### src/logic/lmc_pkg.sv
// shared constants, types and helpers of the transceiver mode controller
package lmc_pkg;

  // ****************************************************************
  // clock and timing
  // ****************************************************************
  localparam int unsigned CLK_PERIOD_NS = 40; // 25 mhz time base
  localparam int unsigned DEGLITCH_NS = 20_000; // power-down deglitch
  localparam int unsigned WAKE_DEBOUNCE_NS = 80_000; // bus wake low time
  localparam int unsigned DOM_TIMEOUT_NS = 20_000_000; // dominant timeout
  localparam int unsigned REG_SETTLE_NS = 300_000; // regulator settle, least
  // least times round up to whole cycles
  localparam int unsigned DEGLITCH_CYC = (DEGLITCH_NS + CLK_PERIOD_NS - 1) / CLK_PERIOD_NS;
  localparam int unsigned WAKE_DEBOUNCE_CYC =
    (WAKE_DEBOUNCE_NS + CLK_PERIOD_NS - 1) / CLK_PERIOD_NS;
  localparam int unsigned DOM_TIMEOUT_CYC = DOM_TIMEOUT_NS / CLK_PERIOD_NS;
  localparam int unsigned REG_SETTLE_CYC = (REG_SETTLE_NS + CLK_PERIOD_NS - 1) / CLK_PERIOD_NS;
  localparam int unsigned CNT_W = 20; // wide enough for every count

  // ****************************************************************
  // reset values
  // ****************************************************************
  localparam logic RXD_RST = 1'h1; // receive output idles recessive
  localparam logic [CNT_W-1:0] CNT_RST = 20'h00000;

  // ****************************************************************
  // types
  // ****************************************************************
  typedef enum logic [2:0] {
    LMC_POR,
    LMC_READY,
    LMC_OPER,
    LMC_TXOFF,
    LMC_PDOWN
  } lmc_mode_t;

  // comparator results and pins, as they enter the synchroniser
  typedef struct packed {
    logic supply_above_on; // battery_supply above supply_on_threshold
    logic supply_below_off; // battery_supply below supply_off_threshold
    logic regulator_ok; // regulator_out above 0.8 of regulator_nominal
    logic fault; // thermal or overload fault
    logic select_wake_in; // select and local wake pin
    logic txd; // transmit data pin
    logic bus_line; // normal receive comparator, 1 = recessive
    logic bus_wake; // 1 = bus_line below bus_wake_threshold
  } lmc_pins_t;

  // enables to the analog sections
  typedef struct packed {
    logic tx_en; // bus transmitter
    logic rx_en; // receiver
    logic reg_en; // regulator
    logic pullup_en; // termination pull-up to battery
    logic wake_en; // bus wake detector
  } lmc_ctl_t;

  // ****************************************************************
  // helpers
  // ****************************************************************
  // true once a counter has reached its terminal count
  function automatic logic cnt_done(input logic [CNT_W-1:0] c, input int unsigned t);
    cnt_done = c >= CNT_W'(t - 1);
  endfunction : cnt_done

endpackage : lmc_pkg

### src/logic/lmc_buf2.sv
// two-entry buffer with valid and ready on both sides
`timescale 1ns/1ns
module lmc_buf2 #(
  parameter int W = 1
) (
  input wire logic mclk_i,
  input wire logic rst_i,
  input wire logic ce_i,
  input wire logic in_valid_i,
  input wire logic [W-1:0] in_data_i,
  output logic in_ready_o,
  output logic out_valid_o,
  output logic [W-1:0] out_data_o,
  input wire logic out_ready_i
);

  logic [W-1:0] head_r; // oldest entry
  logic [W-1:0] head_nxt;
  logic [W-1:0] tail_r; // second entry
  logic [W-1:0] tail_nxt;
  logic [1:0] cnt_r; // entries held, 0 to 2
  logic [1:0] cnt_nxt;
  logic push;
  logic pop;

  // ****************************************************************
  // next values
  // ****************************************************************
  always_comb
  begin
    push = in_valid_i && (cnt_r != 2'h2);
    pop = out_ready_i && (cnt_r != 2'h0);
    head_nxt = head_r;
    tail_nxt = tail_r;
    cnt_nxt = cnt_r;
    case ({push, pop})
      2'b10:
      begin
        if (cnt_r == 2'h0)
          head_nxt = in_data_i;
        else
          tail_nxt = in_data_i;
        cnt_nxt = cnt_r + 2'h1;
      end
      2'b01:
      begin
        head_nxt = tail_r;
        cnt_nxt = cnt_r - 2'h1;
      end
      2'b11:
      begin
        // one leaves, one arrives
        if (cnt_r == 2'h1)
          head_nxt = in_data_i;
        else
        begin
          head_nxt = tail_r;
          tail_nxt = in_data_i;
        end
      end
      default:
      begin
        cnt_nxt = cnt_r;
      end
    endcase
  end

  // ****************************************************************
  // registers
  // ****************************************************************
  always_ff @(posedge mclk_i)
  begin
    if (rst_i)
    begin
      head_r <= '0;
      tail_r <= '0;
      cnt_r <= 2'h0;
    end
    else if (ce_i)
    begin
      head_r <= head_nxt;
      tail_r <= tail_nxt;
      cnt_r <= cnt_nxt;
    end
  end

  assign in_ready_o = (cnt_r != 2'h2);
  assign out_valid_o = (cnt_r != 2'h0);
  assign out_data_o = head_r;

endmodule : lmc_buf2

### src/logic/lmc_mode_ctrl.sv
// mode controller of a single-wire bus transceiver with regulator
// Summary of operation
// [RL1] low battery or power-up forces reset mode
// [RL2] reset mode exits to ready above turn-on
// [RL3] reset mode: all off, reset pin low
// [RL4] ready: regulator and receiver on, transmitter off
// [RL5] ready held until regulator stable, select high
// [RL6] select high, regulator ok, transmit high: operate
// [RL7] ready, select high, transmit low: transmitter off
// [RL8] pull-up connected only in operation mode
// [RL9] select fall or fault leaves operation
// [RL10] transmit low at select fall: deglitched power-down
// [RL11] transmitter-off mode: receiver on, transmitter off
// [RL12] transmitter off while regulator unstable or faulted
// [RL13] transmitter-off, both pins low: power-down
// [RL14] transmitter-off, both pins high: operation
// [RL15] power-down: only wake detection stays on
// [RL16] bus wake or select high: ready
// [RL17] wait for regulator settle after wake-up
// [RL18] power-down uses wake threshold comparator only
// [RL19] wake needs debounced low then rising edge
// [RL20] transmitter drives bus low when transmit low
// [RL21] receive output follows bus when receiver on
// [RL22] dominant timeout kills driver, pull-up, receive
// [RL23] reset pin released while regulator ok
// [RL24] comparators and pins synchronised before use
// [RL25] delays counted with configurable terminal counts
`timescale 1ns/1ns
module lmc_mode_ctrl #(
  parameter int unsigned DEGLITCH_CYC = lmc_pkg::DEGLITCH_CYC,
  parameter int unsigned WAKE_DEBOUNCE_CYC = lmc_pkg::WAKE_DEBOUNCE_CYC,
  parameter int unsigned DOM_TIMEOUT_CYC = lmc_pkg::DOM_TIMEOUT_CYC,
  parameter int unsigned REG_SETTLE_CYC = lmc_pkg::REG_SETTLE_CYC
) (
  input wire logic mclk_i,
  input wire logic rst_i,
  input wire logic ce_i,
  input wire lmc_pkg::lmc_pins_t pins_i,
  input wire logic rx_ready_i,
  output logic rx_valid_o,
  output logic rxd_o,
  output logic bus_line_o,
  output logic bus_line_oe_o,
  output logic reset_out_o,
  output logic reset_out_oe_o,
  output lmc_pkg::lmc_ctl_t ctl_o,
  output lmc_pkg::lmc_mode_t mode_o
);

  // ****************************************************************
  // declarations
  // ****************************************************************
  lmc_pkg::lmc_pins_t p; // synchronised inputs
  lmc_pkg::lmc_mode_t mode_r; // current mode
  lmc_pkg::lmc_mode_t mode_nxt;
  logic sel_prev_r; // select level one cycle ago
  logic sel_prev_nxt;
  logic sel_fall; // falling edge of select
  logic [lmc_pkg::CNT_W-1:0] dg_cnt_r; // power-down deglitch
  logic [lmc_pkg::CNT_W-1:0] dg_cnt_nxt;
  logic [lmc_pkg::CNT_W-1:0] st_cnt_r; // regulator settle
  logic [lmc_pkg::CNT_W-1:0] st_cnt_nxt;
  logic [lmc_pkg::CNT_W-1:0] wk_cnt_r; // wake debounce
  logic [lmc_pkg::CNT_W-1:0] wk_cnt_nxt;
  logic [lmc_pkg::CNT_W-1:0] to_cnt_r; // dominant timeout
  logic [lmc_pkg::CNT_W-1:0] to_cnt_nxt;
  logic wk_armed_r; // bus stayed low long enough
  logic wk_armed_nxt;
  logic dom_to_r; // dominant timeout tripped
  logic dom_to_nxt;
  logic reg_stable; // regulator ok and settled
  logic wake_event; // debounced bus wake
  logic rx_active; // receiver enabled and not timed out
  logic src_val; // level offered to the receive buffer
  logic last_r; // level last accepted by the buffer
  logic last_nxt;
  logic buf_in_ready;
  logic buf_out_valid;
  logic buf_out_data;
  logic rxd_r; // receive output register
  logic rxd_nxt;

  // ****************************************************************
  // input synchroniser
  // ****************************************************************
  // comparators and pins cross into the time base here [RL24]
  lmc_sync #(
    .W($bits(lmc_pkg::lmc_pins_t))
  ) u_sync (
    .mclk_i(mclk_i),
    .rst_i(rst_i),
    .ce_i(ce_i),
    .async_i(pins_i),
    .sync_o(p)
  );

  // ****************************************************************
  // timers
  // ****************************************************************
  // counters run on the time base to configurable terminal counts [RL25]
  always_comb
  begin
    sel_prev_nxt = p.select_wake_in;
    // deglitch only while both pins sit low in transmitter-off
    if ((mode_r == lmc_pkg::LMC_TXOFF) && !p.select_wake_in && !p.txd) // [RL10]
      dg_cnt_nxt = lmc_pkg::cnt_done(dg_cnt_r, DEGLITCH_CYC) ? dg_cnt_r : dg_cnt_r + 1'b1;
    else
      dg_cnt_nxt = lmc_pkg::CNT_RST;
    // settle time counted in ready while regulator is ok
    if ((mode_r == lmc_pkg::LMC_READY) && p.regulator_ok) // [RL17]
      st_cnt_nxt = lmc_pkg::cnt_done(st_cnt_r, REG_SETTLE_CYC) ? st_cnt_r : st_cnt_r + 1'b1;
    else
      st_cnt_nxt = lmc_pkg::CNT_RST;
    // wake comparator only, counted in power-down [RL18]
    if ((mode_r == lmc_pkg::LMC_PDOWN) && p.bus_wake)
      wk_cnt_nxt = lmc_pkg::cnt_done(wk_cnt_r, WAKE_DEBOUNCE_CYC) ? wk_cnt_r : wk_cnt_r + 1'b1;
    else
      wk_cnt_nxt = lmc_pkg::CNT_RST;
    // armed after a full debounce, dropped when low ends or mode changes
    wk_armed_nxt = (mode_r == lmc_pkg::LMC_PDOWN) && p.bus_wake &&
                   (wk_armed_r || lmc_pkg::cnt_done(wk_cnt_r, WAKE_DEBOUNCE_CYC)); // [RL19]
    // dominant timer, cleared by recessive or reset mode [RL22]
    if ((mode_r != lmc_pkg::LMC_POR) && !p.bus_line)
      to_cnt_nxt = lmc_pkg::cnt_done(to_cnt_r, DOM_TIMEOUT_CYC) ? to_cnt_r : to_cnt_r + 1'b1;
    else
      to_cnt_nxt = lmc_pkg::CNT_RST;
    dom_to_nxt = (mode_r != lmc_pkg::LMC_POR) && !p.bus_line &&
                 (dom_to_r || lmc_pkg::cnt_done(to_cnt_r, DOM_TIMEOUT_CYC)); // [RL22]
  end

  // debounced low followed by the rising edge [RL19]
  assign wake_event = wk_armed_r && !p.bus_wake;
  assign reg_stable = p.regulator_ok && lmc_pkg::cnt_done(st_cnt_r, REG_SETTLE_CYC); // [RL17]
  assign sel_fall = sel_prev_r && !p.select_wake_in;

  // timer registers
  always_ff @(posedge mclk_i)
  begin
    if (rst_i)
    begin
      sel_prev_r <= 1'h0;
      dg_cnt_r <= lmc_pkg::CNT_RST;
      st_cnt_r <= lmc_pkg::CNT_RST;
      wk_cnt_r <= lmc_pkg::CNT_RST;
      to_cnt_r <= lmc_pkg::CNT_RST;
      wk_armed_r <= 1'h0;
      dom_to_r <= 1'h0;
    end
    else if (ce_i)
    begin
      sel_prev_r <= sel_prev_nxt;
      dg_cnt_r <= dg_cnt_nxt;
      st_cnt_r <= st_cnt_nxt;
      wk_cnt_r <= wk_cnt_nxt;
      to_cnt_r <= to_cnt_nxt;
      wk_armed_r <= wk_armed_nxt;
      dom_to_r <= dom_to_nxt;
    end
  end

  // ****************************************************************
  // mode state machine
  // ****************************************************************
  always_comb
  begin
    mode_nxt = mode_r;
    if (p.supply_below_off)
      mode_nxt = lmc_pkg::LMC_POR; // [RL1]
    else
    begin
      case (mode_r)
        lmc_pkg::LMC_POR:
        begin
          // wait for the turn-on threshold [RL2]
          if (p.supply_above_on)
            mode_nxt = lmc_pkg::LMC_READY;
        end
        lmc_pkg::LMC_READY:
        begin
          // held until settled and selected [RL5]
          if (reg_stable && p.select_wake_in)
            mode_nxt = p.txd ? lmc_pkg::LMC_OPER : lmc_pkg::LMC_TXOFF; // [RL6] [RL7]
        end
        lmc_pkg::LMC_OPER:
        begin
          // deselect or fault drops the transmitter [RL9]
          if (sel_fall || p.fault)
            mode_nxt = lmc_pkg::LMC_TXOFF;
        end
        lmc_pkg::LMC_TXOFF:
        begin
          if (lmc_pkg::cnt_done(dg_cnt_r, DEGLITCH_CYC))
            mode_nxt = lmc_pkg::LMC_PDOWN; // [RL13] [RL10]
          else if (p.select_wake_in && p.txd && p.regulator_ok && !p.fault)
            mode_nxt = lmc_pkg::LMC_OPER; // [RL14] [RL6]
        end
        lmc_pkg::LMC_PDOWN:
        begin
          // remote or local wake-up [RL16]
          if (wake_event || p.select_wake_in)
            mode_nxt = lmc_pkg::LMC_READY;
        end
        default:
        begin
          mode_nxt = lmc_pkg::LMC_POR;
        end
      endcase
    end
  end

  // mode register, reset mode on power-up [RL1]
  always_ff @(posedge mclk_i)
  begin
    if (rst_i)
      mode_r <= lmc_pkg::LMC_POR;
    else if (ce_i)
      mode_r <= mode_nxt;
  end

  // ****************************************************************
  // enables and pins
  // ****************************************************************
  always_comb
  begin
    // transmitter only in operation, regulator good, no fault [RL12] [RL22]
    ctl_o.tx_en = (mode_r == lmc_pkg::LMC_OPER) && p.regulator_ok && !p.fault && !dom_to_r;
    // receiver in ready, operation and transmitter-off [RL4] [RL11]
    ctl_o.rx_en = (mode_r == lmc_pkg::LMC_READY) || (mode_r == lmc_pkg::LMC_OPER) ||
                  (mode_r == lmc_pkg::LMC_TXOFF);
    // regulator off in reset mode and power-down [RL3] [RL15]
    ctl_o.reg_en = ctl_o.rx_en;
    ctl_o.pullup_en = (mode_r == lmc_pkg::LMC_OPER) && !dom_to_r; // [RL8] [RL22]
    ctl_o.wake_en = (mode_r == lmc_pkg::LMC_PDOWN); // [RL15]
  end

  // open drain bus: pull low while transmit is low [RL20]
  assign bus_line_o = 1'h0;
  assign bus_line_oe_o = ctl_o.tx_en && !p.txd; // [RL20]
  // open drain reset: released only with a good regulator [RL23] [RL3]
  assign reset_out_o = 1'h0;
  assign reset_out_oe_o = (mode_r == lmc_pkg::LMC_POR) || !p.regulator_ok; // [RL23] [RL3]
  assign mode_o = mode_r;

  // ****************************************************************
  // receive path
  // ****************************************************************
  // forced recessive when off or timed out [RL21] [RL22]
  assign rx_active = ctl_o.rx_en && !dom_to_r;
  assign src_val = rx_active ? p.bus_line : lmc_pkg::RXD_RST;

  // every level change is offered; held while the buffer is full
  lmc_buf2 #(
    .W(1)
  ) u_buf (
    .mclk_i(mclk_i),
    .rst_i(rst_i),
    .ce_i(ce_i),
    .in_valid_i(src_val != last_r),
    .in_data_i(src_val),
    .in_ready_o(buf_in_ready),
    .out_valid_o(buf_out_valid),
    .out_data_o(buf_out_data),
    .out_ready_i(rx_ready_i)
  );

  // next values of the receive path
  always_comb
  begin
    last_nxt = (buf_in_ready && (src_val != last_r)) ? src_val : last_r;
    rxd_nxt = (buf_out_valid && rx_ready_i) ? buf_out_data : rxd_r; // [RL21]
  end

  // receive registers
  always_ff @(posedge mclk_i)
  begin
    if (rst_i)
    begin
      last_r <= lmc_pkg::RXD_RST;
      rxd_r <= lmc_pkg::RXD_RST;
    end
    else if (ce_i)
    begin
      last_r <= last_nxt;
      rxd_r <= rxd_nxt;
    end
  end

  assign rxd_o = rxd_r;
  assign rx_valid_o = buf_out_valid;
endmodule : lmc_mode_ctrl

### src/logic/lmc_sync.sv
// two flip-flop synchroniser for a group of asynchronous inputs
`timescale 1ns/1ns
module lmc_sync #(
  parameter int W = 8
) (
  input wire logic mclk_i,
  input wire logic rst_i,
  input wire logic ce_i,
  input wire logic [W-1:0] async_i,
  output logic [W-1:0] sync_o
);

  logic [W-1:0] meta_r; // first stage, read only by the second
  logic [W-1:0] meta_nxt;
  logic [W-1:0] sync_r; // second stage
  logic [W-1:0] sync_nxt;

  // ****************************************************************
  // next values
  // ****************************************************************
  always_comb
  begin
    meta_nxt = async_i;
    sync_nxt = meta_r;
  end

  // ****************************************************************
  // registers
  // ****************************************************************
  always_ff @(posedge mclk_i)
  begin
    if (rst_i)
    begin
      meta_r <= '0;
      sync_r <= '0;
    end
    else if (ce_i)
    begin
      meta_r <= meta_nxt;
      sync_r <= sync_nxt;
    end
  end

  assign sync_o = sync_r;

endmodule : lmc_sync
### config.mk
export PLATFORM = sky130hd
export DESIGN_NAME = lmc_mode_ctrl
export DESIGN_NICKNAME = d
export VERILOG_FILES = /design/src/logic/lmc_pkg.sv /design/src/logic/lmc_buf2.sv /design/src/logic/lmc_mode_ctrl.sv /design/src/logic/lmc_sync.sv
export SDC_FILE = /design/constraint.sdc
export NUM_CORES = 1
export LEC_CHECK = 0
export BUFFER_PORTS_ARGS = -buffer_cell sky130_fd_sc_hd__buf_4
export CORE_ASPECT_RATIO = 1.2
export CORE_MARGIN = 4
export CORE_UTILIZATION = 40
export CTS_BUF_LIST = sky130_fd_sc_hd__clkbuf_4 sky130_fd_sc_hd__clkbuf_8
export CTS_CLUSTER_DIAMETER = 50
export CTS_CLUSTER_SIZE = 28
export DETAILED_ROUTE_END_ITERATION = 12
export PLACE_DENSITY_LB_ADDON = 0.05
export SETUP_SLACK_MARGIN = 0.2
export SLEW_MARGIN = 20
export SYNTH_ARGS = -nofsm -noshare
export SYNTH_HDL_FRONTEND = slang
export SYNTH_SLANG_ARGS = --single-unit
### constraint.sdc
create_clock -name mclk_i -period 5.5 [get_ports mclk_i]
set_input_delay 0.55 -clock mclk_i [delete_from_list [all_inputs] [get_ports mclk_i]]
set_output_delay 0.55 -clock mclk_i [all_outputs]
set_load 0.01 [all_outputs]
# Word level (Yosys, flattened, before mapping)
# Index checks and enable logic that the tools add are counted.
# word_totals
reg_bits	108
inputBits	12
word_cells	125
# op_classes
addsub	6
magnitude_cmp	4
eq_ne	22
mux	25
n_reduce_logical	53
# ops
cell	n
2-to-1 mux 20 bit	8
adder 20 x 1 -> 20 bit (second input constant)	4
logical AND 1 bit	22
2-to-1 mux 3 bit	7
greater-or-equal comparator 20 x 11 -> 1 bit (second input constant)	1
greater-or-equal comparator 20 x 13 -> 1 bit (second input constant)	1
greater-or-equal comparator 20 x 19 -> 1 bit (second input constant)	1
greater-or-equal comparator 20 x 9 -> 1 bit (second input constant)	1
one-hot mux 3 bit (5 select lines)	1
inequality test 2 bit (second input constant)	7
AND reduction 2 bit	7
inequality test 3 x 1 -> 1 bit (second input constant)	3
logical NOT 1 bit	7
logical OR 1 bit	7
equality test 3 x 2 -> 1 bit (second input constant)	2
2-to-1 mux 1 bit	6
AND reduction 6 bit	1
nonzero test 2 bit	3
nonzero test 3 bit	2
equality test 2 x 1 -> 1 bit (second input constant)	2
equality test 2 bit (second input constant)	2
inequality test 4 x 1 -> 1 bit (second input constant)	1
one-hot mux 2 bit (2 select lines)	1
AND reduction 4 bit	1
12 further kinds	12

# Longest topological paths before layout
# depth
word_depth	10
depth_mapped	10
mapped_depth_nobuf	9

# By module
# From an unflattened synthesis, not the netlist that was laid out.
# hier_totals
cells_unflattened	564
area_unflattened_um2	4978.5
# modules_own_cells
module	instances	cells_per_inst	area_each_um2	seq_area_each_um2
lmc_mode_ctrl	1	476	4086.4	1761.7
lmc_sync	1	52	580.6	320.3
lmc_buf2	1	36	311.5	80.1

# Worst setup path after synthesis
# OpenSTA, ideal clock, no wires.
# synth_path
kind	register to register
startpoint	register mode_r[1] (netlist: mode_o[1])
endpoint	register u_buf.tail_r
setup_time_ns	0.128
arrival_time_ns	2.288
setup_slack_ns	3.084
stages_incl_launch_ff	11
path_buffers	1
period_less_slack_ns	2.416
cell_sequence	dfxtp_1 -> buf_2 -> nor2_1 -> or4_1 -> xor2_1 -> nor2b_1 -> ha_1 -> o21ai_0 -> a221oi_1 -> mux2i_1 -> nor2_1
# synth_via
elab_chain_cells	10
word_cells_on_any_way	18
# synth_lines
item	line_no	source
from (decl)	lmc_mode_ctrl.sv:54	lmc_pkg::lmc_mode_t mode_r;
from (signal assigned)	lmc_mode_ctrl.sv:215	mode_r <= lmc_pkg::LMC_POR;
from (signal assigned)	lmc_mode_ctrl.sv:217	mode_r <= mode_nxt;
equality test 3 x 1 -> 1 bit or equality test 3 x 2 -> 1 bit (tied branches)	lmc_mode_ctrl.sv:228	ctl_o.rx_en = (mode_r == lmc_pkg::LMC_READY) || (mode_r == lmc_pkg::LMC_OPER) ||
logical OR 1 bit	lmc_mode_ctrl.sv:228	
logical OR 1 bit (*)	lmc_mode_ctrl.sv:228	
logical AND 1 bit (*)	lmc_mode_ctrl.sv:248	assign rx_active = ctl_o.rx_en && !dom_to_r;
2-to-1 mux 1 bit (*)	lmc_mode_ctrl.sv:249	assign src_val = rx_active ? p.bus_line : lmc_pkg::RXD_RST;
inequality test 1 bit	lmc_mode_ctrl.sv:258	.in_valid_i(src_val != last_r),
logical AND 1 bit	lmc_buf2.sv:31	push = in_valid_i && (cnt_r != 2'h2);
equality test 2 bit	lmc_buf2.sv:36	case ({push, pop})
inequality test 2 bit (no source line) or nonzero test 2 bit (tied branches)	n/a	
AND reduction 4 bit (no source line)	n/a	
to (signal assigned)	lmc_buf2.sv:82	tail_r <= tail_nxt;
to (decl)	lmc_buf2.sv:19	logic [W-1:0] tail_r;
# Mark *: on every way between the ends. The rest lies on a longest branch, timed or not. The select of a mux whose other input is x is not followed.
# A chain may end at the register's enable or synchronous reset.

# Final worst setup path
# Same ends and word-level chain as after synthesis.

==> metrics <==
via count of the first global-routing pass 3814; cell family contributing the most delay on the critical path simple AND/OR/NAND/NOR gates; Yosys cell types 57; result of the run finished, final reports clean; number of top-level pins 26; max-capacitance violation count 0; Static Leak 2.09 nW; unrepaired setup endpoints after global routing no; fraction of final layout cells sized beyond drive strength 1 between 8 and 9%; root cell of the clock tree clkbuf_8; proportion of synthesized area in mux cells 4.63%; share of synthesized cell area in and, or, nand and nor gates 28.2%; setup_tns 0 ns; maximum number of pins on one net before global-route repair 65; kind of start point of the critical path flip-flop; number of buffers inserted during clock tree synthesis 9; Row Count 44; Mapped Area approximately 0.005 mm²; Fin. Hold Viols 0; Data arrival, critical path 2.97 ns; critical path buffer and inverter count 0; highest net fanout along the worst path 10; effective utilization at floorplan 40.9%; commonest register cell after synthesis dfxtp_1; area post-placement roughly 0.0052 mm²; count of hold buffers inserted by post-cts repair 0; post-CTS setup buffer count 0; routability-driven placement congestion ratio 0.783; global-route wire length before repair 17900 µm; placeable core region 0.0122 mm²; die span in y 130 µm; peak clock frequency supported by timing 369 MHz; clock transition time at the flip-flop clock pins of the worst setup and hold paths 0.10 ns; count of inserted antenna diode cells 0; DP Wirelength 7100 µm; Yosys reg bits 108; number of fillers in the final layout 1222; TritonCTS Sinks 108; Least-Margin Pin Slew ~0.79 ns; port bufs 23; worst-path cell with the longest stage delay dfxtp_1; Worst Hold Margin 0.410 ns; leftover overflow at the end of global routing 0; # nets final 606; number of setup violations in the final report 0; Area Overhead vs Synth 9.50%; post-DR wirelength/cell 13.9 µm; final standard cell area without fillers 0.00545 mm²; number of nets still failing antenna checks after routing 0; CP Class reg -> reg; DRC violation count after routing 0; number of gates resized after CTS 0; ratio of routed vias to standard cells 5.34; Rel. slew slack between 40% and 50%; horizontal die dimension 110 µm; number of antenna violations at the first check in global routing 0; number of warnings issued by yosys 0; Pwr per Cell Area 267 mW/mm²; share of synthesized registers carrying an async set or reset 0%; path class of the lowest-slack min-delay path in -> reg; worst vdd rail ir drop 0.133 mV; die area about 0.014 mm²; detailed-route via count 4002; cells along the critical path nor2_1 -> or4_1 -> xor2_1 -> nor2b_1 -> ha_1 -> o21ai_0 -> a221oi_1 -> mux2i_1 -> nor2_1; All-Layer GR Usage 15.7%; violation count after the first detailed-routing iteration 224; synthesized-area fraction occupied by ao, oa, aoi and oai cells 14.0%; clock network latency to the later pin of the worst-skew pair 0.38 ns; share of the synthesized netlist area taken by xor and xnor gates 3.87%; cell occurring most often along the worst timing path nor2_1; number of enable flip-flop cells after synthesis 0; CP endpoint kind flip-flop; combinational family with the most area after synthesis simple AND/OR/NAND/NOR gates; Max stage delay on crit path 0.52 ns; 1st-pass router iterations 5; number of cells produced by synthesis 576; required time worst endpoint 5.76 ns; share of the clock period used by the worst path after layout 49.2%; count of pins over their slew limit 0; Worst Clk Skew 0.00963 ns; sequential cell area fraction in the yosys report 43.4%; TritonCTS clock tree done; fraction of the mapped netlist area in adder cells 2.51%; Longest Clk Path Bufs 2; Post-Synthesis Mean Instance Area 8.64 µm²; minimum clock period around 2.7 ns; number of levels the H-tree was split into 3; wirelength, routed 10400 µm
-- cell usage in the layout, fill, tap and decap left out, drive strengths merged, types with 3 or more instances in the layout --
cell type and n:
a21o 6, a21oi 28, a31oi 4, a41oi 4, and2 25, and3 19
and4 4, buf 23, clkbuf 9, clkinv 4, dfxtp 108, ha 10
inv 10, mux2i 23, nand2 48, nand2b 9, nand3 25, nand4 12
nor2 71, nor2b 8, nor3 11, nor4 8, o2111ai 4, o211ai 13
o21a 4, o21ai 18, o31ai 3, or3 10, or4 15, xnor2 4
xor2 18
-- per-layer routing --
layer,vias up,track usage (%),wire length [µm]
met1,1856,20.8,5150
met3,11,2.38,288
li1,2077,-,-
met2,58,24.8,4770
met4,0,7.63,198
met5,-,0,0
-- cell type report --
class | count | area, µm² | share of cell area (%)
tap | 161 | 201 | 3.70
sequential | 108 | 2160 | 39.7
clock buffer | 9 | 124 | 2.27
inverter | 10 | 37.5 | 0.689
clock inverter | 7 | 91.3 | 1.68
multi-input combinational | 432 | 2660 | 48.8
timing repair buffer | 23 | 173 | 3.17
-- path summary, 6_finish.rpt --
path	cells after the start	endpoint	slack, ns	start
max	9	u_buf.tail_r	2.79	mode_o[1]
min	3	u_sync.meta_r[2]	0.41	pins_i[2]
max reg2reg	9	u_buf.tail_r	2.79	mode_o[1]
min reg2reg	1	st_cnt_r[18]	0.47	st_cnt_r[18]
-- synth_stat cells, drive strengths merged (6+ instances only) --
| master | count | area share (%) |
|---|---|---|
| a21o | 6 | 0.93 |
| dfxtp | 108 | 43 |
| or3 | 10 | 1.3 |
| or4 | 15 | 2.3 |
| nand4 | 12 | 1.5 |
| o21ai | 18 | 1.8 |
| clkbuf | 16 | 1.2 |
| inv | 10 | 0.75 |
| ha | 10 | 2.5 |
| o211ai | 13 | 2.1 |
| xor2 | 18 | 3.2 |
| mux2i | 23 | 4.6 |
| nand2 | 48 | 3.6 |
| a21oi | 28 | 3.0 |
| nor4 | 8 | 1.0 |
| nor2b | 8 | 1.0 |
| nor3 | 11 | 1.1 |
| nand2b | 9 | 1.1 |
| and2 | 25 | 3.1 |
| nand3 | 25 | 2.5 |
| nor2 | 71 | 5.4 |
| buf | 11 | 1.4 |
| and3 | 19 | 2.4 |
-- logic make-up (layout without fill, tap and decap cells) --
| group | after synthesis | in the layout |
|---|---|---|
| multiplexers | 23 | 23 |
| AO/OA/AOI/OAI | 103 | 103 |
| buffers and inverters | 37 | 49 |
| XOR/XNOR | 22 | 22 |
| AND/OR/NAND/NOR | 272 | 272 |
| flip-flops | 108 | 108 |
| adder cells (fa/ha/maj) | 10 | 10 |
| other | 1 | 2 |
-- metrics by stage --
| step | std cells | setup WS (ns) | util [%] | total power, W |
|---|---|---|---|---|
| 3_5_place_dp | 734 | 2.80 | 43.0 | 0.000940 |
| 5_1_grt | 750 | 2.50 | 44.8 | 0.00152 |
| 2_1_floorplan | 577 | 3.08 | - | 0.000909 |
| 4_1_cts | 750 | 2.78 | 44.7 | 0.00148 |
| 6_report | 750 | 2.79 | 44.8 | 0.00145 |
| 3_3_place_gp | 734 | 2.91 | 43.0 | 0.000938 |
-- worst reg2reg max path, stage by stage, from the launching register on --
cell and delay (ns):
dfxtp_1 0.52, nor2_1 0.15, or4_1 0.50, xor2_1 0.21, nor2b_1 0.26, ha_1 0.25, o21ai_0 0.10, a221oi_1 0.33
mux2i_1 0.22, nor2_1 0.05
-- state kept, by name (all words and copies together), names as in the netlist --
| register | count |
|---|---|
| u_buf.cnt_r | 2 |
| sel_prev_r | 1 |
| dom_to_r | 1 |
| wk_cnt_r | 20 |
| st_cnt_r | 20 |
| to_cnt_r | 20 |
| last_r | 1 |
| u_buf.tail_r | 1 |
| dg_cnt_r | 20 |
| mode_o | 3 |
| rxd_o | 1 |
| u_sync.sync_o | 8 |
| u_sync.meta_r | 8 |
| u_buf.out_data_o | 1 |
| wk_armed_r | 1 |
-- power breakdown --
part           switching, W  internal (W)
Combinational     0.0000673     0.0000465
Clock              0.000278      0.000255
Sequential        0.0000108      0.000796
(Power assumes the default switching activity.)
